`config.mk`:
```
export PLATFORM = sky130hd
export DESIGN_NAME = nvdac_ctrl
export DESIGN_NICKNAME = d
export VERILOG_FILES = /design/src/rtl/nvdac_ctrl.v
export VERILOG_INCLUDE_DIRS = /design/src /design/src/shared
export SDC_FILE = /design/constraint.sdc
export NUM_CORES = 1
export LEC_CHECK = 0
export BUFFER_PORTS_ARGS = -buffer_cell sky130_fd_sc_hd__buf_2
export CORE_MARGIN = 2
export CORE_UTILIZATION = 65
export DETAILED_ROUTE_END_ITERATION = 10
export GPL_TIMING_DRIVEN = 0
export PLACE_DENSITY = 0.84
export REMOVE_ABC_BUFFERS = 1
export SYNTH_ARGS = -nofsm -noshare
export SYNTH_HDL_FRONTEND = slang
export SYNTH_SLANG_ARGS = --single-unit
export TNS_END_PERCENT = 1
```
`constraint.sdc`:
```
create_clock -name clk_sys_i -period 5 [get_ports clk_sys_i]
set_input_delay 0.25 -clock clk_sys_i [delete_from_list [all_inputs] [get_ports clk_sys_i]]
set_output_delay 0.25 -clock clk_sys_i [all_outputs]
set_load 0.05 [all_outputs]
```
`src/shared/nvdac_map.vh`:
```
// nvdac_map.vh: register offsets, field positions, reset values and timing
// counts for the non-volatile data access controller.
// assumes it is included by bare name from the design file.
`ifndef NVDAC_MAP_VH
`define NVDAC_MAP_VH

// special function register space, byte addresses within a bank
`define NVDAC_BANK0 1'b0
`define NVDAC_BANK1 1'b1
`define NVDAC_OFS_INDEX 8'h1A
`define NVDAC_OFS_VALUE 8'h1B
`define NVDAC_OFS_CONTROL 8'h40
`define NVDAC_OFS_IRQ 8'h1C

// control register fields
`define NVDAC_BIT_RD_START 0
`define NVDAC_BIT_RD_PERMIT 1
`define NVDAC_BIT_WR_START 2
`define NVDAC_BIT_WR_PERMIT 3

// interrupt register fields
`define NVDAC_BIT_DONE_EN 0
`define NVDAC_BIT_DONE_FLAG 1
`define NVDAC_BIT_MF_EN 2
`define NVDAC_BIT_MF_FLAG 3
`define NVDAC_BIT_GLB_EN 4

// reset values
`define NVDAC_RST_BYTE 8'h00
`define NVDAC_RST_INDEX 5'h00

// memory geometry
`define NVDAC_DEPTH 32
`define NVDAC_AW 5

// read cycle length in system cycles
`define NVDAC_READ_CYC 4'h4
// write timer: slow oscillator ticks per write cycle
`define NVDAC_WR_TICKS 8'h10

`endif

```
`src/rtl/nvdac_ctrl.v`:
```
// nvdac_ctrl.v: byte-wide non-volatile data store with its index, value,
// control and interrupt registers, behind the special function register port.
// assumes a cpu-side register port with a bank bit, one-cycle write and read
// strobes, and a free-running slow write-timer clock arriving as a pin.
//
// Behaviour
// 32 byte store, one byte per access
// index holds five bits, upper read zero
// write permit cleared at power-on
// write start needs write permit high
// read start needs read permit high
// write start self-clears when write ends
// read start self-clears, value then valid
// value register held until next operation
// write timed by asynchronous internal timer
// write end sets done and multi-function flags
// vector request needs all enables, stack free
// service clears only multi-function flag
// software never sets both starts together
// software sets write start right after permit
// software masks global interrupts around write start
// software: permit, index, start, then poll; the bench writes index and value before permit
// control reached indirectly in bank one
// index and value directly in bank zero
// software waits for completion before sleeping
// busy cycle ignores starts, keeps index, value
`timescale 1ns/10ps
`default_nettype none
`include "nvdac_map.vh"

module nvdac_ctrl (
    input wire clk_sys_i,
    input wire rst_i,
    input wire reg_bank_i,
    input wire [7:0] reg_addr_i,
    input wire reg_wr_i,
    input wire reg_rd_i,
    input wire [7:0] reg_wdata_i,
    input wire wr_timer_clk_i,
    input wire stack_full_i,
    input wire irq_ack_i,
    output reg [7:0] reg_rdata_o,
    output reg irq_req_o,
    output reg busy_o
);

    // cycle states
    localparam [1:0] ST_IDLE = 2'b00;
    localparam [1:0] ST_READ = 2'b01;
    localparam [1:0] ST_WRITE = 2'b10;

    // address decode shared by the write and read paths
    function hit;
        input bank;
        input [7:0] addr;
        input want_bank;
        input [7:0] want_addr;
        begin
            hit = (bank == want_bank) && (addr == want_addr);
        end
    endfunction

    reg [7:0] mem_q [0:`NVDAC_DEPTH-1]; // the store itself
    reg [`NVDAC_AW-1:0] index_q; // byte index
    reg [7:0] value_q; // byte value
    reg wr_permit_q; // write permit bit
    reg wr_start_q; // write start bit
    reg rd_permit_q; // read permit bit
    reg rd_start_q; // read start bit
    reg done_en_q; // write done interrupt enable
    reg done_flag_q; // write done request flag
    reg mf_en_q; // multi-function enable
    reg mf_flag_q; // multi-function request flag
    reg glb_en_q; // global interrupt enable
    reg [1:0] state_q; // cycle state
    reg [3:0] rd_cnt_q; // read cycle counter
    reg [`NVDAC_AW-1:0] cyc_index_q; // index latched for the cycle
    reg [7:0] cyc_value_q; // value latched for the write
    reg [7:0] tick_cnt_q; // timer ticks seen during a write
    reg [2:0] tmr_sync_q; // timer clock synchroniser
    reg tmr_prev_q; // agreed timer level
    reg [7:0] rdata_d; // read mux

    wire wr_idx = reg_wr_i && hit(reg_bank_i, reg_addr_i, `NVDAC_BANK0,
        `NVDAC_OFS_INDEX);
    wire wr_val = reg_wr_i && hit(reg_bank_i, reg_addr_i, `NVDAC_BANK0,
        `NVDAC_OFS_VALUE);
    wire wr_ctl = reg_wr_i && hit(reg_bank_i, reg_addr_i, `NVDAC_BANK1,
        `NVDAC_OFS_CONTROL);
    wire wr_irq = reg_wr_i && hit(reg_bank_i, reg_addr_i, `NVDAC_BANK0,
        `NVDAC_OFS_IRQ);
    wire idle = (state_q == ST_IDLE);
    // starts are honoured only with the permit already high
    wire go_wr = wr_ctl && idle && wr_permit_q &&
        reg_wdata_i[`NVDAC_BIT_WR_START] && !wr_start_q;
    wire go_rd = wr_ctl && idle && rd_permit_q &&
        reg_wdata_i[`NVDAC_BIT_RD_START] && !rd_start_q && !go_wr;
    // timer edge counts once the second and third stages agree
    wire tmr_agree = (tmr_sync_q[1] == tmr_sync_q[2]);
    wire tmr_rise = tmr_agree && tmr_sync_q[2] && !tmr_prev_q;
    wire wr_end = (state_q == ST_WRITE) && tmr_rise &&
        (tick_cnt_q == `NVDAC_WR_TICKS - 8'h01);
    wire rd_end = (state_q == ST_READ) && (rd_cnt_q == 4'h1);

    // timer synchroniser; the first stage feeds only the second
    always @(posedge clk_sys_i or posedge rst_i) begin
        if (rst_i) begin
            tmr_sync_q <= 3'h0;
            tmr_prev_q <= 1'b0;
        end else begin
            tmr_sync_q <= {tmr_sync_q[1:0], wr_timer_clk_i};
            if (tmr_agree) begin
                tmr_prev_q <= tmr_sync_q[2];
            end
        end
    end

    // store array: written only at the end of a timed write
    always @(posedge clk_sys_i) begin
        if (wr_end) begin
            mem_q[cyc_index_q] <= cyc_value_q;
        end
    end

    // cycle sequencer
    always @(posedge clk_sys_i or posedge rst_i) begin
        if (rst_i) begin
            state_q <= ST_IDLE;
            rd_cnt_q <= 4'h0;
            tick_cnt_q <= 8'h00;
            cyc_index_q <= `NVDAC_RST_INDEX;
            cyc_value_q <= `NVDAC_RST_BYTE;
        end else begin
            case (state_q)
                ST_IDLE: begin
                    // latch what the cycle uses
                    cyc_index_q <= index_q;
                    cyc_value_q <= value_q;
                    tick_cnt_q <= 8'h00;
                    rd_cnt_q <= `NVDAC_READ_CYC;
                    if (go_wr) begin
                        state_q <= ST_WRITE;
                    end else if (go_rd) begin
                        state_q <= ST_READ;
                    end
                end
                ST_READ: begin
                    rd_cnt_q <= rd_cnt_q - 4'h1;
                    if (rd_end) begin
                        state_q <= ST_IDLE;
                    end
                end
                ST_WRITE: begin
                    // timer ticks pace the write
                    if (tmr_rise) begin
                        tick_cnt_q <= tick_cnt_q + 8'h01;
                    end
                    if (wr_end) begin
                        state_q <= ST_IDLE;
                    end
                end
                default: begin
                    state_q <= ST_IDLE;
                end
            endcase
        end
    end

    // index, value and control registers
    always @(posedge clk_sys_i or posedge rst_i) begin
        if (rst_i) begin
            index_q <= `NVDAC_RST_INDEX;
            value_q <= `NVDAC_RST_BYTE;
            wr_permit_q <= 1'b0;
            wr_start_q <= 1'b0;
            rd_permit_q <= 1'b0;
            rd_start_q <= 1'b0;
        end else begin
            // index is five bits wide
            if (wr_idx) begin
                index_q <= reg_wdata_i[`NVDAC_AW-1:0];
            end
            // fetched byte lands at read end, else a value write loads it, else held
            if (rd_end) begin
                value_q <= mem_q[cyc_index_q];
            end else if (wr_val) begin
                value_q <= reg_wdata_i;
            end
            if (wr_ctl) begin
                // permits follow software; clearing blocks
                wr_permit_q <= reg_wdata_i[`NVDAC_BIT_WR_PERMIT];
                rd_permit_q <= reg_wdata_i[`NVDAC_BIT_RD_PERMIT];
            end
            // start bits set only on accepted start
            if (go_wr) begin
                wr_start_q <= 1'b1;
            end else if (wr_end) begin
                wr_start_q <= 1'b0;
            end
            if (go_rd) begin
                rd_start_q <= 1'b1;
            end else if (rd_end) begin
                rd_start_q <= 1'b0;
            end
        end
    end

    // interrupt enables and request flags
    always @(posedge clk_sys_i or posedge rst_i) begin
        if (rst_i) begin
            done_en_q <= 1'b0;
            done_flag_q <= 1'b0;
            mf_en_q <= 1'b0;
            mf_flag_q <= 1'b0;
            glb_en_q <= 1'b0;
        end else begin
            if (wr_irq) begin
                done_en_q <= reg_wdata_i[`NVDAC_BIT_DONE_EN];
                mf_en_q <= reg_wdata_i[`NVDAC_BIT_MF_EN];
                glb_en_q <= reg_wdata_i[`NVDAC_BIT_GLB_EN];
            end
            // set wins over a software clear
            if (wr_end) begin
                done_flag_q <= 1'b1;
            end else if (wr_irq) begin
                done_flag_q <= reg_wdata_i[`NVDAC_BIT_DONE_FLAG];
            end
            // service clears only the shared flag
            if (wr_end) begin
                mf_flag_q <= 1'b1;
            end else if (irq_ack_i) begin
                mf_flag_q <= 1'b0;
            end else if (wr_irq) begin
                mf_flag_q <= reg_wdata_i[`NVDAC_BIT_MF_FLAG];
            end
        end
    end

    // vector request gated by all enables and the stack
    always @(posedge clk_sys_i or posedge rst_i) begin
        if (rst_i) begin
            irq_req_o <= 1'b0;
            busy_o <= 1'b0;
        end else begin
            irq_req_o <= glb_en_q && mf_en_q && done_en_q && done_flag_q &&
                mf_flag_q && !stack_full_i && !irq_ack_i;
            busy_o <= !idle && !wr_end && !rd_end;
        end
    end

    // read mux; unmapped addresses read zero
    always @* begin
        rdata_d = 8'h00;
        if (hit(reg_bank_i, reg_addr_i, `NVDAC_BANK0, `NVDAC_OFS_INDEX)) begin
            rdata_d = {3'h0, index_q};
        end else if (hit(reg_bank_i, reg_addr_i, `NVDAC_BANK0,
            `NVDAC_OFS_VALUE)) begin
            rdata_d = value_q;
        end else if (hit(reg_bank_i, reg_addr_i, `NVDAC_BANK1,
            `NVDAC_OFS_CONTROL)) begin
            rdata_d = {4'h0, wr_permit_q, wr_start_q, rd_permit_q,
                rd_start_q};
        end else if (hit(reg_bank_i, reg_addr_i, `NVDAC_BANK0,
            `NVDAC_OFS_IRQ)) begin
            rdata_d = {3'h0, glb_en_q, mf_flag_q, mf_en_q, done_flag_q,
                done_en_q};
        end
    end

    // registered read data, one cycle after the read strobe
    always @(posedge clk_sys_i or posedge rst_i) begin
        if (rst_i) begin
            reg_rdata_o <= 8'h00;
        end else if (reg_rd_i) begin
            reg_rdata_o <= rdata_d;
        end
    end

endmodule
`default_nettype wire

```
# Word-level counts from Yosys, hierarchy flattened
# Memories as Yosys holds them, arrays and structs flattened.
# Index checks and enable logic that the tools add are counted.
# op_classes
bitwise_logic	1
multipliers	0
div_mod_pow	0
n_lt_le_gt_ge	0
n_shift	0
n_reduce_logical	48
mux	25
eq_ne	13
add_sub_neg	2
# op_table
op	count
2-to-1 mux 8 bit	5
logical AND 1 bit	29
equality test 8 x 5 -> 1 bit, second input constant	3
one-hot mux 8 bit (2 select lines)	1
nonzero test 2 bit	6
2-to-1 mux 1 bit	11
2-to-1 mux 5 bit	2
zero test 1 bit	9
adder 8 x 1 -> 8 bit, second input constant	1
equality test 8 x 4 -> 1 bit, second input constant	1
equality test 8 x 7 -> 1 bit, second input constant	1
2-to-1 mux 2 bit	4
one-hot mux 4 bit (2 select lines)	1
!= test 2 bit, second input constant	3
one-hot mux 2 bit (3 select lines)	1
equality test 4 x 1 -> 1 bit, second input constant	1
subtractor 4 x 1 -> 4 bit, second input constant	1
!= test 3 x 1 -> 1 bit, second input constant	1
AND reduction 3 bit	1
nonzero test 3 bit	1
equality test 2 x 1 -> 1 bit, second input constant	1
equality test 2 bit, second input constant	1
zero test 2 bit	1
AND reduction 2 bit	1
other kinds (2)	2
# totals
ramBits	256
latchBits	0
memories	1
elab_cells	111
rom_bits	0
register_bits	63
output_inout_bits	10
# mem_list
name	words	word_bits	read_ports	rd_clocked_by_memory_dff	wr	line	text
mem_q	32	8	1	0	1	nvdac_ctrl.v:63	reg [7:0] mem_q [0:`NVDAC_DEPTH-1];

# Depth between registers and ports, before layout
# depth
ltp_word	12
mapped_depth	8
mapped_depth_nobuf	7

# Worst setup path before layout
# OpenSTA, ideal clock, no wires.
# synth_timing
kind	flip-flop to flip-flop
start	register state_q[0]
end	memory mem_q[0][0] (enable)
stages_incl_launch_ff	8
setup_time_ns	0.370
arrival_ns	2.002
synth_period_minus_slack_ns	2.372
slack_ns	2.628
n_path_buf	3
t_required_ns	4.630
cell_sequence	dfrtp_1 -> clkbuf_2 -> nor4bb_1 -> buf_2 -> nand4_1 -> or3_1 -> clkbuf_1 -> nor2_1
# synth_via
elab_chain_cells	5
# synth_lines
item	line	text
from (decl)	nvdac_ctrl.v:75	reg [1:0] state_q;
from (signal assigned)	nvdac_ctrl.v:128	state_q <= ST_IDLE;
from (signal assigned)	nvdac_ctrl.v:142	state_q <= ST_WRITE;
from (signal assigned)	nvdac_ctrl.v:144	state_q <= ST_READ;
equality test 2 bit	nvdac_ctrl.v:101	wire wr_end = (state_q == ST_WRITE) && tmr_rise &&
logical AND 1 bit (2 in a row)	nvdac_ctrl.v:101	
2-to-1 mux 1 bit	nvdac_ctrl.v:120	if (wr_end) begin
2-to-1 mux 1 bit (implied by the code)	nvdac_ctrl.v:121	mem_q[cyc_index_q] <= cyc_value_q;
to (decl)	nvdac_ctrl.v:63	
# No other way between the ends.

# Worst setup path after layout
# layout_timing
start	register state_q[1]
end	memory mem_q[28][4] (enable)
# The elaborated chain is that of the path after synthesis.

==> flow_metrics.env <==
export IMPL_antenna_found_initial=0
export IMPL_dieArea_sq_mm=0.02093
export IMPL_total_power_w=0.005291
export IMPL_slew_violations=0
export IMPL_crit_cells=4
export IMPL_cts_clk_slew_worst_paths_ns=0.06
export IMPL_setup_tns_ns=0
export IMPL_gp_congestion=0.8577
export IMPL_syn_area_per_cell_sq_um=16.00
export IMPL_crit_path_max_incr_delay_ns=1.02
export IMPL_synthTopCellsByArea="edfxtp_1, dfrtp_1, mux2i_1, mux4_2, mux2_2"
export IMPL_p_per_area_mw_per_mm2=368.8
export IMPL_n_antenna_cell=0
export IMPL_die_y_um=144.7
export IMPL_first_pass_iters=7
export IMPL_hold_depth=2
export IMPL_cts_root_buf="clkbuf_16"
export IMPL_io_pins=34
export IMPL_cts_sinks=319
export IMPL_final_nets=866
export IMPL_drive_above_1_share_pct=15.78
export IMPL_crit_path_end_kind="register"
export IMPL_synthCells=804
export IMPL_clk_insertion_delay_late_ns=0.58
export IMPL_placedCellCount=1060
export IMPL_syn_area_sq_mm=0.01286
export IMPL_synth_compound_area_share_pct=5.865
export IMPL_dpl_hpwl_um=16550
export IMPL_die_w_um=144.7
export IMPL_multi_input_area_sq_mm=0.003367
export IMPL_grt_max_degree=65
export IMPL_fill_cells=1095
export IMPL_cp_num_buf_inv=0
export IMPL_finClkSkew_ns=0.02399
export IMPL_worst_pin_slew_ns=1.321
export IMPL_rsz0062_at_grt="no"
export IMPL_startpoint_type="register"
export IMPL_start_util_pct=66.09
export IMPL_muxShareOfSynthArea_pct=12.53
export IMPL_grt_usage_pct=26.86
export IMPL_maxSlewHeadroom_pct=11.92
export IMPL_portBuffers=33
export IMPL_htreeDepth=1
export IMPL_synth_top_family_by_area="multiplexers"
export IMPL_cp_cell_sequence="nor4bb_1 > nand4_1 > or3_1 > nor2_1"
export IMPL_drt_antenna_violating_nets=0
export IMPL_p_leak_nw=4.985
export IMPL_via_count=7374
export IMPL_arrival_ns=4.26
export IMPL_max_clock_freq_mhz=246.0
export IMPL_yosysTopAreaCellShare_pct=59.76
export IMPL_period_share_pct=81.29
export IMPL_synth_seq_area_share_pct=72.02
export IMPL_hold_worst_slack_ns=0.05342
export IMPL_numCtsBuffers=31
export IMPL_synthXorXnorAreaFrac_pct=0.3404
export IMPL_netlist_cell_type_count=54
export IMPL_grt_overflow_total=0
export IMPL_path_max_fanout=12
export IMPL_maxCapViolations=0
export IMPL_status="completed"
export IMPL_wirelength_um=27310
export IMPL_ys_warn_count=0
export IMPL_ir_drop_mv=0.3120
export IMPL_ys_ff_latch=319
export IMPL_synthAdderAreaFrac_pct=0.3891
export IMPL_fin_crit_ns=4.064
export IMPL_cp_top_family="simple AND/OR/NAND/NOR gates"
export IMPL_slowest_stage="nor4bb_1"
export IMPL_synthFlopType="edfxtp_1"
export IMPL_regArea_sq_mm=0.009269
export IMPL_yosysTopAreaCell="edfxtp_1"
export IMPL_critical_path_class="reg2reg"
export IMPL_synthArstFlopShare_pct=19.75
export IMPL_required_ns=5.20
export IMPL_rows=51
export IMPL_drc=0
export IMPL_grt_pass1_wl_um=41720
export IMPL_floorplan_core_area_sq_mm=0.01946
export IMPL_layout_cells_non_filler=1127
export IMPL_hold_viol=0
export IMPL_syn_to_final_growth_pct=11.53
export IMPL_synthSimpleGateAreaFrac_pct=7.013
export IMPL_placedInstanceArea_sq_mm=0.01324
export IMPL_hp_class="in2reg"
export IMPL_max_clock_path_buffers=3
export IMPL_wl_per_cell_um=24.23
export IMPL_setup_viol_count_final=0
export IMPL_synth_edf_count=256
export IMPL_ff2ff_path_depth=4
export IMPL_cts_tree="done"
export IMPL_final_area_sq_mm=0.01435
export IMPL_viasPerCell=6.543
export IMPL_grt_pass1_vias=7502
export IMPL_drt_initial_drc_count=839
==> state kept, by name, summed over array words and instances, names as in the netlist, 2 cells and up <==
register / count
state_q: 2
cyc_index_q: 5
mem_q: 256
value_q: 8
tick_cnt_q: 8
index_q: 5
tmr_sync_q: 3
cyc_value_q: 8
reg_rdata_o: 8
rd_cnt_q: 4
==> synth_stat cells, types with 3 or more instances <==
cell type  number
edfxtp_1      256
mux2i_1        98
dfrtp_1        63
nor2_1         59
o22ai_1        36
nand2_1        29
mux2_2         24
clkbuf_1       21
o21ai_0        21
mux4_2         16
buf_2          15
a31oi_1        14
o211ai_1       12
inv_1          11
nand3_1         9
or3_1           9
a21oi_1         7
nor3_1          7
a221oi_1        6
a22oi_1         6
buf_1           6
nand3b_1        6
nor4_1          6
or4_1           5
a21o_1          4
ha_1            4
nor2b_1         4
o21bai_1        4
and3_1          3
nand2b_1        3
nand4_1         3
nand4bb_1       3
or3b_2          3
xor2_1          3
==> kinds of logic after synthesis <==
| logic type | count (synthesis) |
|---|---|
| DFF | 319 |
| and+or+nand+nor | 166 |
| muxes | 138 |
| AOI/OAI and AO/OA | 116 |
| buffers and inverters | 56 |
| xor gates and xnor gates | 5 |
| adders and majority gates | 4 |
==> layout make-up <==
type,count,area share [%]
well taps,265,2.311
flip-flops and latches,319,64.61
multi-input cells,429,23.47
clock inverters,13,0.9070
repair buffers,46,2.320
inverters,11,0.2878
clock buffers,44,6.096
==> layout by cell type (no fill, tap or decap), drive strengths merged, types with 7 or more instances in the layout <==
cell type,instances
nand2,30
a21oi,7
a31oi,14
clkinv,8
buf,36
o211ai,12
o22ai,36
edfxtp,256
mux2i,98
clkbuf,44
o21ai,21
nor3,7
dfrtp,63
nor2,59
nand3,9
or3,9
mux4,16
dlygate4sd3,10
nor4,8
inv,13
mux2,24
==> power breakdown <==
group	switching [W]	total (W)	internal [W]	leakage, nW
combinational	0.0000623	0.000111	0.0000485	1.10
clock	0.000961	0.00228	0.00132	0.490
sequential	0.0000350	0.00290	0.00286	3.40
==> metal layers <==
| layer | track usage, % | part of all wire, % | vias up |
|---|---|---|---|
| met4 | 9.096 | 2.7 | 0 |
| met2 | 44.57 | 49 | 426 |
| li1 | - | - | 3211 |
| met5 | 0 | 0 | - |
| met3 | 4.837 | 8.4 | 70 |
| met1 | 36.63 | 40 | 3667 |
==> metrics by stage <==
stage / util (%) / setup WS, ns
5_1_grt: 73.71 / 0.8037
6_report: 73.71 / 0.9356
4_1_cts: 73.69 / 1.044
3_5_place_dp: 68.01 / 1.051
2_1_floorplan: - / -0.2617
3_3_place_gp: 67.64 / -2.438
==> final timing paths <==
path | start | slack, ns | endpoint
setup reg to reg | state_q[1]$_DFFE_PP0P_ | 0.94 | mem_q[28][4]$_DFFE_PP_
hold / removal | reg_rd_i | 0.05 | reg_rdata_o[0]$_DFFE_PP0P_
hold reg to reg | tmr_sync_q[0]$_DFF_PP0_ | 0.35 | tmr_sync_q[1]$_DFF_PP0_
min in group asynchronous | rst_i | 0.33 | done_flag_q$_DFFE_PP0P_
setup / recovery | state_q[1]$_DFFE_PP0P_ | 0.94 | mem_q[28][4]$_DFFE_PP_
max in group asynchronous | rst_i | 4.06 | cyc_index_q[1]$_DFFE_PP0P_
==> timing repair <==
action                    CTS  global route
hold endpoints to repair   42             0
setup buffers               0             0
hold buffers               10             0
resized for setup           0             0
No activity file was read; power rests on OpenSTA's default activity.
